File: src/rtl/lpws_pkg.sv
// Package: constants and types of the low-power wakeup time selector
package lpws_pkg;

    // =========================================================
    // Sizes
    localparam int NUM_FSP    = 3;
    localparam int NUM_TIMES  = 8;
    localparam int NUM_STATES = 5;
    localparam int TIME_W     = 8;
    localparam int ADDR_W     = 12;

    // =========================================================
    // Register byte offsets
    localparam logic [11:0] CTRL_OFS   = 12'h000;
    localparam logic [11:0] STATUS_OFS = 12'h004;
    localparam logic [11:0] WAKE_BASE  = 12'h100;
    localparam logic [11:0] FSP_STRIDE = 12'h020;

    // =========================================================
    // Control word fields
    localparam int EN_LSB     = 24;
    localparam int EN_MSB     = 29;
    localparam int FSP_LSB    = 0;
    localparam int FSP_MSB    = 1;
    localparam logic [5:0] EN_RESET  = 6'h00;
    localparam logic [1:0] FSP_RESET = 2'h0;
    localparam logic [7:0] TIME_RESET = 8'h00;

    // Status word fields
    localparam int ST_PAT_BIT   = 0;
    localparam int ST_ORD_LSB   = 1;
    localparam int ST_LAST_LSB  = 8;

    // =========================================================
    // Wakeup time index within one set point
    localparam logic [2:0] T_IDLE     = 3'h0;
    localparam logic [2:0] T_PD       = 3'h1;
    localparam logic [2:0] T_SR_SHORT = 3'h2;
    localparam logic [2:0] T_SR_LONG  = 3'h3;
    localparam logic [2:0] T_SRPD_SH  = 3'h4;
    localparam logic [2:0] T_SRPD_LG  = 3'h5;
    localparam logic [2:0] T_CLKGATE  = 3'h6;
    localparam logic [2:0] T_TIMER    = 3'h7;

    // Register access kind found by the address decoder
    typedef enum logic [1:0] {
        LPWS_ACC_NONE,
        LPWS_ACC_CTRL,
        LPWS_ACC_STATUS,
        LPWS_ACC_WAKE
    } lpws_acc_t;

    typedef struct packed {
        lpws_acc_t   acc;
        logic [1:0]  fsp;
        logic [2:0]  idx;
    } lpws_dec_t;

    // Result handed to the low-power sequencer
    typedef struct packed {
        logic              valid;
        logic              enabled;
        logic [TIME_W-1:0] wake_time;
    } lpws_wake_t;

endpackage

File: src/rtl/lpws_wakeup_select.sv
// Low-power wakeup time selector with APB register file and checker
//
// Overview of operation
// Enable field sits at bits 29..24 of the control word, one per state.
// Enable bits 0..4 name states from shallowest to deepest.
// Software setting one enable must also set all deeper enables.
// Applied time shrinks when next deeper state disabled or lower.
// Software programs wakeup times strictly increasing by state depth.
// Idle=bit0, pd=bit1, four sr=bit2, clock gated=bit3, timer=bit4.
// Each wakeup time has a copy per set point; active copy applies.
// Checker flags broken enable pattern and non increasing times.
//
// Local design decisions: the register addresses and the APB register port.
`timescale 1ns/1ps
module lpws_wakeup_select (
    // Clock and reset
    input  wire logic                       pclk,
    input  wire logic                       presetn,
    // APB slave
    input  wire logic                       psel,
    input  wire logic                       penable,
    input  wire logic                       pwrite,
    input  wire logic [11:0]                paddr,
    input  wire logic [31:0]                pwdata,
    output logic      [31:0]                prdata_ff,
    output logic                            pready_ff,
    output logic                            pslverr_ff,
    // Low-power entry request from the sequencer
    input  wire logic                       lp_req,
    input  wire logic [2:0]                 lp_kind,
    // Selected wakeup time and checker result
    output lpws_pkg::lpws_wake_t            wake_out_ff,
    output logic                            cfg_err_ff
);

    // =========================================================
    // Storage
    logic [5:0]                  enable_ff;
    logic [1:0]                  fsp_ff;
    logic [lpws_pkg::TIME_W-1:0] wake_ff [lpws_pkg::NUM_FSP]
                                         [lpws_pkg::NUM_TIMES];
    logic [lpws_pkg::NUM_FSP-1:0] ord_err;
    logic                        pat_err;
    logic                        access;
    lpws_pkg::lpws_dec_t         dec;

    // =========================================================
    // Helpers
    // Enable bit that governs a wakeup time index
    function automatic logic [2:0] group_of(input logic [2:0] idx);
        if (idx == lpws_pkg::T_IDLE)         group_of = 3'h0;
        else if (idx == lpws_pkg::T_PD)      group_of = 3'h1;
        else if (idx == lpws_pkg::T_CLKGATE) group_of = 3'h3;
        else if (idx == lpws_pkg::T_TIMER)   group_of = 3'h4;
        else                                 group_of = 3'h2;
    endfunction

    // First wakeup time index of a group
    function automatic logic [2:0] group_start(input logic [2:0] g);
        case (g)
            3'h0:    group_start = lpws_pkg::T_IDLE;
            3'h1:    group_start = lpws_pkg::T_PD;
            3'h2:    group_start = lpws_pkg::T_SR_SHORT;
            3'h3:    group_start = lpws_pkg::T_CLKGATE;
            default: group_start = lpws_pkg::T_TIMER;
        endcase
    endfunction

    // Wakeup time applied, including the dependency on the deeper state
    function automatic logic [lpws_pkg::TIME_W-1:0] eff_time(
        input logic [1:0] fsp,
        input logic [2:0] idx
    );
        logic [2:0]                  g;
        logic [lpws_pkg::TIME_W-1:0] own;
        logic [lpws_pkg::TIME_W-1:0] deeper;
        g      = group_of(idx);
        own    = wake_ff[fsp][idx];
        deeper = wake_ff[fsp][group_start(3'(g + 3'h1))];
        if (g == 3'h4)                 eff_time = own;
        else if (!enable_ff[g + 3'h1]) eff_time = own >> 1;
        else if (deeper < own)         eff_time = deeper;
        else                           eff_time = own;
    endfunction

    // Address decode, used by both the write and the read path
    function automatic lpws_pkg::lpws_dec_t decode(input logic [11:0] a);
        logic [11:0] rel;
        decode.acc = lpws_pkg::LPWS_ACC_NONE;
        decode.fsp = 2'h0;
        decode.idx = 3'h0;
        rel = a - lpws_pkg::WAKE_BASE;
        if (a == lpws_pkg::CTRL_OFS) begin
            decode.acc = lpws_pkg::LPWS_ACC_CTRL;
        end else if (a == lpws_pkg::STATUS_OFS) begin
            decode.acc = lpws_pkg::LPWS_ACC_STATUS;
        end else if (a >= lpws_pkg::WAKE_BASE && a[1:0] == 2'h0
                     && rel < 12'(lpws_pkg::NUM_FSP) * lpws_pkg::FSP_STRIDE)
        begin
            decode.acc = lpws_pkg::LPWS_ACC_WAKE;
            decode.fsp = rel[6:5];
            decode.idx = rel[4:2];
        end
    endfunction

    assign dec    = decode(paddr);
    assign access = psel && penable && pready_ff;

    // =========================================================
    // APB handshake: one wait state, then the access completes
    always_ff @(posedge pclk or negedge presetn) begin
        if (!presetn) begin
            pready_ff  <= 1'b0;
            pslverr_ff <= 1'b0;
        end else begin
            pready_ff  <= psel && penable && !pready_ff;
            pslverr_ff <= psel && penable && !pready_ff
                          && dec.acc == lpws_pkg::LPWS_ACC_NONE;
        end
    end

    // =========================================================
    // Control word
    always_ff @(posedge pclk or negedge presetn) begin
        if (!presetn) begin
            enable_ff <= lpws_pkg::EN_RESET;
            fsp_ff    <= lpws_pkg::FSP_RESET;
        end else if (access && pwrite
                     && dec.acc == lpws_pkg::LPWS_ACC_CTRL) begin
            enable_ff <= pwdata[lpws_pkg::EN_MSB:lpws_pkg::EN_LSB];
            if (pwdata[lpws_pkg::FSP_MSB:lpws_pkg::FSP_LSB] != 2'h3) begin
                fsp_ff <= pwdata[lpws_pkg::FSP_MSB:lpws_pkg::FSP_LSB];
            end
        end
    end

    // =========================================================
    // Wakeup time copies, one bank per set point
    always_ff @(posedge pclk or negedge presetn) begin
        if (!presetn) begin
            for (int f = 0; f < lpws_pkg::NUM_FSP; f++) begin
                for (int t = 0; t < lpws_pkg::NUM_TIMES; t++) begin
                    wake_ff[f][t] <= lpws_pkg::TIME_RESET;
                end
            end
        end else if (access && pwrite
                     && dec.acc == lpws_pkg::LPWS_ACC_WAKE) begin
            wake_ff[dec.fsp][dec.idx] <=
                pwdata[lpws_pkg::TIME_W-1:0];
        end
    end

    // =========================================================
    // Read data
    always_ff @(posedge pclk or negedge presetn) begin
        if (!presetn) begin
            prdata_ff <= 32'h0000_0000;
        end else if (psel && penable && !pready_ff && !pwrite) begin
            prdata_ff <= 32'h0000_0000;
            if (dec.acc == lpws_pkg::LPWS_ACC_CTRL) begin
                prdata_ff[lpws_pkg::EN_MSB:lpws_pkg::EN_LSB]   <= enable_ff;
                prdata_ff[lpws_pkg::FSP_MSB:lpws_pkg::FSP_LSB] <= fsp_ff;
            end else if (dec.acc == lpws_pkg::LPWS_ACC_STATUS) begin
                prdata_ff[lpws_pkg::ST_PAT_BIT] <= pat_err;
                prdata_ff[lpws_pkg::ST_ORD_LSB +: lpws_pkg::NUM_FSP] <=
                    ord_err;
                prdata_ff[lpws_pkg::ST_LAST_LSB +: lpws_pkg::TIME_W] <=
                    wake_out_ff.wake_time;
            end else if (dec.acc == lpws_pkg::LPWS_ACC_WAKE) begin
                prdata_ff[lpws_pkg::TIME_W-1:0] <= wake_ff[dec.fsp][dec.idx];
            end
        end
    end

    // =========================================================
    // Configuration checker
    // A shallower enabled state needs its next deeper state enabled
    assign pat_err = |(enable_ff[3:0] & ~enable_ff[4:1]);

    generate
        for (genvar f = 0; f < lpws_pkg::NUM_FSP; f++) begin : g_order
            logic ok;
            always_comb begin
                ok = 1'b1;
                for (int t = 0; t < lpws_pkg::NUM_TIMES; t++) begin
                    for (int u = 0; u < lpws_pkg::NUM_TIMES; u++) begin
                        if (group_of(3'(t)) < group_of(3'(u))
                            && wake_ff[f][t] >= wake_ff[f][u]) begin
                            ok = 1'b0;
                        end
                    end
                end
            end
            assign ord_err[f] = !ok;
        end
    endgenerate

    always_ff @(posedge pclk or negedge presetn) begin
        if (!presetn) begin
            cfg_err_ff <= 1'b0;
        end else begin
            cfg_err_ff <= pat_err || ord_err[fsp_ff];
        end
    end

    // =========================================================
    // Wakeup time selection for the requested state
    always_ff @(posedge pclk or negedge presetn) begin
        if (!presetn) begin
            wake_out_ff <= '0;
        end else begin
            wake_out_ff.valid <= lp_req;
            if (lp_req) begin
                wake_out_ff.enabled   <=
                    enable_ff[group_of(lp_kind)];
                wake_out_ff.wake_time <=
                    eff_time(fsp_ff, lp_kind);
            end
        end
    end

    // =========================================================
    // Assertions
    property p_en_field;
        @(posedge pclk) disable iff (!presetn)
        (access && pwrite && dec.acc == lpws_pkg::LPWS_ACC_CTRL)
        |=> enable_ff == $past(pwdata[29:24]);
    endproperty
    a_en_field: assert property (p_en_field)
        else $error("enable field not taken from bits 29..24");

    property p_pattern;
        @(posedge pclk) disable iff (!presetn)
        (enable_ff[0] && !enable_ff[1]) ##1 (enable_ff[0] && !enable_ff[1])
        |-> cfg_err_ff;
    endproperty
    a_pattern: assert property (p_pattern)
        else $error("shallow enable without deeper enable not flagged");

    property p_depth;
        @(posedge pclk) disable iff (!presetn)
        (enable_ff[1] && !enable_ff[2]) |=> cfg_err_ff;
    endproperty
    a_depth: assert property (p_depth)
        else $error("state enabled with next deeper off not flagged");

    property p_shrink;
        @(posedge pclk) disable iff (!presetn)
        (lp_req && lp_kind == lpws_pkg::T_IDLE && enable_ff[1]
         && wake_ff[fsp_ff][1] < wake_ff[fsp_ff][0])
        |=> wake_out_ff.wake_time == $past(wake_ff[fsp_ff][1]);
    endproperty
    a_shrink: assert property (p_shrink)
        else $error("idle time not reduced to lower deeper time");

    property p_disabled;
        @(posedge pclk) disable iff (!presetn)
        (lp_req && lp_kind == lpws_pkg::T_CLKGATE && !enable_ff[4])
        |=> wake_out_ff.wake_time == ($past(wake_ff[fsp_ff][6]) >> 1);
    endproperty
    a_disabled: assert property (p_disabled)
        else $error("time not reduced when deeper state disabled");

    property p_group;
        @(posedge pclk) disable iff (!presetn)
        (lp_req && lp_kind >= lpws_pkg::T_SR_SHORT
         && lp_kind <= lpws_pkg::T_SRPD_LG)
        |=> wake_out_ff.valid && wake_out_ff.enabled == $past(enable_ff[2]);
    endproperty
    a_group: assert property (p_group)
        else $error("self refresh variant not tied to enable bit 2");

    property p_timer;
        @(posedge pclk) disable iff (!presetn)
        (lp_req && lp_kind == lpws_pkg::T_TIMER)
        |=> wake_out_ff.wake_time == $past(wake_ff[fsp_ff][7])
            && wake_out_ff.enabled == $past(enable_ff[4]);
    endproperty
    a_timer: assert property (p_timer)
        else $error("timer time not taken from active set point");

    property p_fsp_keep;
        @(posedge pclk) disable iff (!presetn)
        (access && pwrite && dec.acc == lpws_pkg::LPWS_ACC_CTRL
         && pwdata[lpws_pkg::FSP_MSB:lpws_pkg::FSP_LSB] == 2'h3)
        |=> fsp_ff == $past(fsp_ff);
    endproperty
    a_fsp_keep: assert property (p_fsp_keep)
        else $error("set point changed by a write of value 3");

    property p_idle_bit;
        @(posedge pclk) disable iff (!presetn)
        (lp_req && lp_kind == lpws_pkg::T_IDLE)
        |=> wake_out_ff.enabled == $past(enable_ff[0]);
    endproperty
    a_idle_bit: assert property (p_idle_bit)
        else $error("idle state not tied to enable bit 0");

    property p_order;
        @(posedge pclk) disable iff (!presetn)
        (wake_ff[fsp_ff][0] > wake_ff[fsp_ff][1])
        |=> cfg_err_ff;
    endproperty
    a_order: assert property (p_order)
        else $error("idle time above power-down time not flagged");

    property p_err_zero;
        @(posedge pclk) disable iff (!presetn)
        (pslverr_ff && !pwrite) |-> prdata_ff == 32'h0000_0000;
    endproperty
    a_err_zero: assert property (p_err_zero)
        else $error("refused read returned nonzero data");

endmodule // lpws_wakeup_select

File: config.mk
export PLATFORM = sky130hd
export DESIGN_NAME = lpws_wakeup_select
export DESIGN_NICKNAME = d
export VERILOG_FILES = /design/src/rtl/lpws_pkg.sv /design/src/rtl/lpws_wakeup_select.sv
export SDC_FILE = /design/constraint.sdc
export NUM_CORES = 1
export LEC_CHECK = 0
export BUFFER_PORTS_ARGS = -buffer_cell sky130_fd_sc_hd__buf_2
export CORE_MARGIN = 4
export CORE_UTILIZATION = 45
export CTS_CLUSTER_DIAMETER = 60
export DETAILED_ROUTE_END_ITERATION = 10
export SYNTH_ARGS = -nofsm -noshare
export SYNTH_HDL_FRONTEND = slang
export SYNTH_SLANG_ARGS = --single-unit
File: constraint.sdc
create_clock -name pclk -period 12 [get_ports pclk]
set_input_delay 1.8 -clock pclk [delete_from_list [all_inputs] [get_ports pclk]]
set_output_delay 1.8 -clock pclk [all_outputs]
set_load 0.03 [all_outputs]
==> flow_metrics.py, run 1 <==
metrics = {
    "clock_network": {
        "clk_pin_slew_ps": 60,
        "clockBufferDepth": 3,
        "cts_resized": 0,
        "holdBufCountCts": 0,
        "clock-sinks": 235,
        "clock_latency_ps": 570,
        "numCtsBuffers": 36,
        "post-cts-setup-buffer-count": 0,
        "cts_root_buffer": "clkbuf_16",
        "h-tree-depth": 2,
        "cts_tree": "done",
    },
    "critical_path": {
        "crit_type": "in -> reg",
        "critPathLaunchType": "input port",
        "worstSetupEndpointType": "register",
        "critPathRequiredTime_ps": 12440,
        "critPathMaxFanout": 27,
        "arrival_ps": 6810,
    },
    "logic_synthesis": {
        "synth_edf_count": 0,
        "synth_flop_cell": "dfrtp_1",
        "synth_top_cell_area_share_pct": 27.4,
        "synthArstFlopShare_pct": 100,
        "ys_seq_area_share_pct": 23.9,
        "syn-cell-area_um2": 24600,
        "syn-instance-count": 2760,
        "synth.distinct_cells": 80,
        "synth_area_leader_cell": "ha_1",
        "synthTopCellsByArea": "ha_1 (27%), dfrtp_1 (24%), mux2_2 (5.0%)",
        "synth_warnings": 0,
        "syn_area_per_cell_um2": 8.90,
        "synth_seq_cells": 235,
    },
    "timing": {
        "setup_viol": 0,
        "tightestPinTransition_ps": 1330,
        "whs_ps": 487,
        "fmax_mhz": 157,
        "finalHoldViolations": 0,
        "slew_viol_final": 0,
        "relSlewSlack_pct": 11.0,
        "rsz0062_at_grt": "false",
        "timing.final.crit_share_pct": 53.0,
        "fin_tns_setup_ps": 0,
        "fin_skew_ps": 22.3,
        "fin_ws_ps": 5640,
        "finalCriticalPeriod_ps": 6360,
    },
    "placement": {
        "placed_cells": 3475,
        "dp_hpwl_mm": 88.3,
        "globalplace.congestion": 1.02,
        "place_worst_setup_slack_ps": 5170,
        "portBuffers": 69,
    },
    "grt": {
        "grt_use_total_pct": 37.3,
        "grt-ovfl-total": 0,
        "met1_usage_pct": 48.6,
        "grt_pass1_wl_mm": 163,
        "antenna_found_initial": 3,
        "met3_usage_pct": 6.80,
        "top_usage_layer": "met2",
        "grtUsageMet2_pct": 59.1,
        "grt_pass1_vias": 23230,
        "grt_max_degree": 107,
    },
    "job": {
        "maxCapViolCount": 0,
    },
    "drt": {
        "ant_nets": 0,
        "wl_mm": 112,
        "dr.pass1.iters": 6,
        "drc": 0,
        "avgRoutedWirePerCell_um": 31.7,
        "via_per_inst": 6.66,
        "drtIter0Drc": 2542,
        "dr_total_vias": 23592,
    },
    "floorplanning": {
        "die_h_um": 242,
        "fp-row-count": 85,
        "dieArea_um2": 58400,
        "initial_core_util_pct": 45.5,
        "core_um2": 53900,
        "ios": 98,
        "die_x_um": 242,
    },
    "hold_path": {
        "hp-class": "reg -> reg",
    },
    "layout": {
        "area_delta_synth_final_pct": 9.94,
        "fin_cells": 3540,
        "drive_gt1_share_pct": 11.4,
        "layout.nets": 3408,
    },
    "power": {
        "ir_drop_mv": 0.113,
        "powerDensity_nw_per_um2": 78.6,
        "p_leak_nw": 13.3,
    },
    "outcome": {
        "status": "finished, final reports clean",
    },
}
-- logic make-up after synthesis --
logic type | synth area share [%]
AOI/OAI and AO/OA | 19.4
xor gates and xnor gates | 0.107
adders and majority gates | 27.4
buffers and inverters | 5.00
DFF | 23.9
muxes | 8.25
other | 0.0153
and+or+nand+nor | 15.9
-- registers in the layout, indices dropped and copies added (netlist names) --
register,flops
fsp_ff,2
pready_ff,1
pslverr_ff,1
enable_ff,6
prdata_ff,22
cfg_err_ff,1
wake_out_ff,10
wake_ff,192
-- synth_stat cells (8+ instances only) --
library cell and count:
ha_1 538, nand2_1 248, dfrtp_1 235, o21ai_0 207
inv_1 195, nor2_1 123, nand4_1 121, mux2_2 108
a21oi_1 86, mux2i_1 73, nand3_1 71, clkbuf_1 66
a21o_1 62, nand2b_1 52, o221ai_1 47, o22ai_1 44
a31oi_1 40, o211ai_1 38, nor3_1 35, a22oi_1 30
nor4_1 28, a211oi_1 26, a22o_1 23, o31ai_1 22
buf_2 19, and3_1 18, buf_4 15, o2111ai_1 15
a221oi_1 14, nor3b_1 11, or3_1 11, or4_1 10
nor2b_1 9, buf_1 8
-- stage by stage --
stage               utilization, %  power, mW  area [um^2]
floorplan                        -      0.908        24600
global placement              47.7      0.975        25700
detailed placement            47.7      0.977        25700
CTS                           50.1       2.13        27000
global route                  50.1       2.18        27000
finish                        50.1       2.12        27000
-- area by class of cell --
cell class,instances,area [um^2]
inverters,198,743
diodes,1,2.50
well taps,696,871
clock buffers,41,971
fillers,5078,26900
multi-input cells,2228,17500
flip-flops and latches,235,5890
clock inverters,23,310
repair buffers,118,723
-- critical path, cell delays in order --
cell and delay, ps:
buf_2 440, or3b_1 480, and2_1 240, inv_1 80, ha_1 240, nand2b_1 180
o21a_1 170, o22a_1 380, o221ai_1 180, o21ai_0 240, o21ai_0 300, ha_1 290
a21o_1 150, a21o_1 170, a211o_1 340, or2_2 330, o41ai_2 70, a21oi_2 180
a22o_1 240, a221o_1 310
-- metal layers --
| metal | up-vias | part of all wire [%] |
|---|---|---|
| met5 | - | 0 |
| met4 | 0 | 6.4 |
| met3 | 306 | 7.6 |
| met2 | 1040 | 44 |
| met1 | 11614 | 42 |
| li1 | 10632 | - |
-- worst paths after layout --
| path | from | endpoint | slack (ps) | cells past startpoint |
|---|---|---|---|---|
| max reg2reg | fsp_ff[0]$_DFFE_PN0P_ | wake_out_ff[7]$_DFFE_PN0P_ | 6540 | 17 |
| max | lp_kind[0] | wake_out_ff[7]$_DFFE_PN0P_ | 5640 | 20 |
| min reg2reg | prdata_ff[3]$_DFFE_PN0P_ | prdata_ff[3]$_DFFE_PN0P_ | 490 | 2 |
| max in group asynchronous | presetn | wake_ff[185]$_DFFE_PN0P_ | 8470 | 3 |
| min in group asynchronous | presetn | wake_ff[84]$_DFFE_PN0P_ | 1230 | 1 |
| min | prdata_ff[3]$_DFFE_PN0P_ | prdata_ff[3]$_DFFE_PN0P_ | 490 | 2 |
-- power by group --
group | internal (mW) | switching (mW) | leakage [nW] | total [mW]
Clock | 0.704 | 0.453 | 0.631 | 1.16
Combinational | 0.0420 | 0.120 | 9.90 | 0.162
Sequential | 0.798 | 0.00451 | 2.77 | 0.802
Total | 1.54 | 0.577 | 13.3 | 2.12
-- cells in the final DEF, fill, tap and decap left out, drive strengths merged, types with 23 or more instances in the layout --
| master | count |
|---|---|
| o21ai | 208 |
| inv | 206 |
| a21oi | 87 |
| nor4 | 31 |
| ha | 538 |
| clkbuf | 41 |
| a21o | 62 |
| a31oi | 40 |
| nand4 | 121 |
| buf | 118 |
| nand2 | 250 |
| a22oi | 30 |
| nor2 | 130 |
| nor3 | 38 |
| nand2b | 52 |
| mux2i | 73 |
| nand3 | 71 |
| o22ai | 45 |
| mux2 | 111 |
| dfrtp | 235 |
| a211oi | 26 |
| o221ai | 47 |
| o211ai | 38 |
| a22o | 23 |
Note: power is estimated with default switching activity, not from simulation.
==> run 2, diff against run 1 <==
==> constraint.sdc (replaced) <==
create_clock -name pclk -period 6.05 [get_ports pclk]
set_input_delay 0.9075 -clock pclk [delete_from_list [all_inputs] [get_ports pclk]]
set_output_delay 0.9075 -clock pclk [all_outputs]
set_load 0.03 [all_outputs]
==> run 2 against run 1 <==
Register-to-register slack worse by 5300 ps. Design area up 0.42%. Clock skew up 12 ps. Power up 94%. Critical endpoint unchanged. Sequential cell count unchanged. First-iteration DRC count down 5.5%.
==> flow_metrics.py, run 2 (synthesized netlist as in run 1, its figures left out) <==
metrics = {
    "layout": {
        "most-common-layout-cells": "ha_1 (538), nand2_1 (248), dfrtp_1 (233)",
        "fillers": 5077,
        "final_common_cell": "ha_1",
        "area_delta_synth_final_pct": 10.4,
        "layout.nets": 3429,
        "drive_gt1_share_pct": 11.9,
        "largest_reg_flops": 192,
        "top_regs": "wake_ff x192, prdata_ff x22, wake_out_ff x10",
        "top_register": "wake_ff",
    },
    "floorplanning": {
        "ios": 98,
        "die_h_um": 242,
        "dieArea_um2": 58400,
        "fp-row-count": 85,
        "initial_core_util_pct": 45.5,
        "core_um2": 53900,
        "die_x_um": 242,
    },
    "drt": {
        "dr_total_vias": 24157,
        "via_per_inst": 6.78,
        "drtIter0Drc": 2401,
        "ant_nets": 0,
        "dr.pass1.iters": 7,
        "wl_mm": 117,
        "drc": 0,
        "avgRoutedWirePerCell_um": 32.7,
    },
    "critical_path": {
        "critPathLaunchType": "input port",
        "crit_start": "lp_kind[2]",
        "cp_cell_sequence": "buf_2 > buf_4 > nor2_1 > nor2b_1 > ha_1 > nand2b_1 > o21a_1 > o22ai_2 > mux2i_1 > o21ai_0 > ha_1 > a21o_1 > a21o_1 > a211o_1 > or2_2 > o41ai_2 > a21oi_2 > a22o_1 > a221o_1",
        "worstSetupEndpointType": "register",
        "arrival_ps": 5580,
        "reg2reg_from": "fsp_ff[1]$_DFFE_PN0P_",
        "critPathRequiredTime_ps": 6480,
        "crit_type": "in -> reg",
        "slowest_stage": "o22ai_2",
        "critPathMaxFanout": 25,
        "cpPeakStageDelay_ps": 470,
    },
    "clock_network": {
        "clock_latency_ps": 580,
        "h-tree-depth": 2,
        "clockBufferDepth": 3,
        "holdBufCountCts": 0,
        "cts_root_buffer": "clkbuf_16",
        "clk_pin_slew_ps": 60,
        "cts_resized": 0,
        "post-cts-setup-buffer-count": 0,
        "numCtsBuffers": 36,
        "cts_tree": "done",
        "clock-sinks": 235,
    },
    "power": {
        "p_leak_nw": 13.4,
        "total_power_mw": 4.12,
        "ir_drop_mv": 0.199,
        "powerDensity_nw_per_um2": 152,
    },
    "timing": {
        "relSlewSlack_pct": 29.7,
        "setup_viol": 0,
        "finalHoldViolations": 0,
        "tightestPinTransition_ps": 1050,
        "slew_viol_final": 0,
        "timing.final.crit_share_pct": 85.1,
        "finalCriticalPeriod_ps": 5150,
        "fmax_mhz": 194,
        "fin_tns_setup_ps": 0,
        "rsz0062_at_grt": "false",
        "fin_skew_ps": 34.4,
    },
    "hold_path": {
        "hp-class": "in -> async",
    },
    "grt": {
        "antenna_found_initial": 7,
        "grt_pass1_wl_mm": 166,
        "met1_usage_pct": 48.2,
        "met3_usage_pct": 9.87,
        "grt_pass1_vias": 23010,
        "grt_use_total_pct": 38.5,
        "grt-ovfl-total": 0,
        "grtUsageMet2_pct": 60.6,
        "top_usage_layer": "met2",
        "grt_max_degree": 157,
    },
    "job": {
        "maxCapViolCount": 0,
    },
    "placement": {
        "globalplace.congestion": 1.06,
        "dp_hpwl_mm": 91.7,
        "portBuffers": 69,
    },
    "outcome": {
        "status": "finished, final reports clean",
    },
}
-- run 2: cell type report --
class | count | area, um^2 | area share [%]
inverters | 198 | 743 | 2.74
multi-input cells | 2228 | 17500 | 64.5
clock inverters | 20 | 254 | 0.937
repair buffers | 139 | 893 | 3.30
well taps | 696 | 871 | 3.21
clock buffers | 42 | 965 | 3.56
flip-flops and latches | 235 | 5890 | 21.7
diodes | 4 | 10.0 | 0.0369
-- run 2: worst max-delay path, delay by kind of cell --
kind / cells / cell delay, ps
multiplexers: 1 / 160
adder cells (fa/ha/maj): 2 / 600
buffers and inverters: 2 / 520
AO/OA/AOI/OAI: 10 / 2610
AND/OR/NAND/NOR: 4 / 770
-- run 2: through the flow --
stage	utilization (%)	hold WS (ps)	setup slack (ps)	cell area [um^2]	std cells
detailed placement	48.0	484	421	25900	3496
global placement	48.0	479	540	25900	3496
floorplan	-	463	949	24600	2769
global route	50.3	346	701	27100	3558
finish	50.3	288	902	27100	3562
CTS	50.3	327	1000	27100	3558
-- run 2: final timing paths --
| path | to | slack [ps] | cells past startpoint |
|---|---|---|---|
| hold reg to reg | prdata_ff[3]$_DFFE_PN0P_ | 490 | 2 |
| setup reg to reg | wake_out_ff[7]$_DFFE_PN0P_ | 1290 | 17 |
| max in group asynchronous | wake_ff[55]$_DFFE_PN0P_ | 4310 | 2 |
| hold / removal | wake_ff[67]$_DFFE_PN0P_ | 290 | 1 |
| setup / recovery | wake_out_ff[7]$_DFFE_PN0P_ | 900 | 19 |
| min in group pclk | prdata_ff[3]$_DFFE_PN0P_ | 490 | 2 |
-- run 2: layer usage --
metal	vias to the layer above	wire (um)
met5	-	0
met4	0	7840
met3	356	10300
met2	1194	51300
met1	11941	47200
li1	10666	-
-- run 2: report_power, final --
group | switching, mW | internal [mW] | leakage, nW
Sequential | 0.00888 | 1.58 | 2.77
Combinational | 0.241 | 0.0897 | 10.0
Clock | 0.865 | 1.33 | 0.607
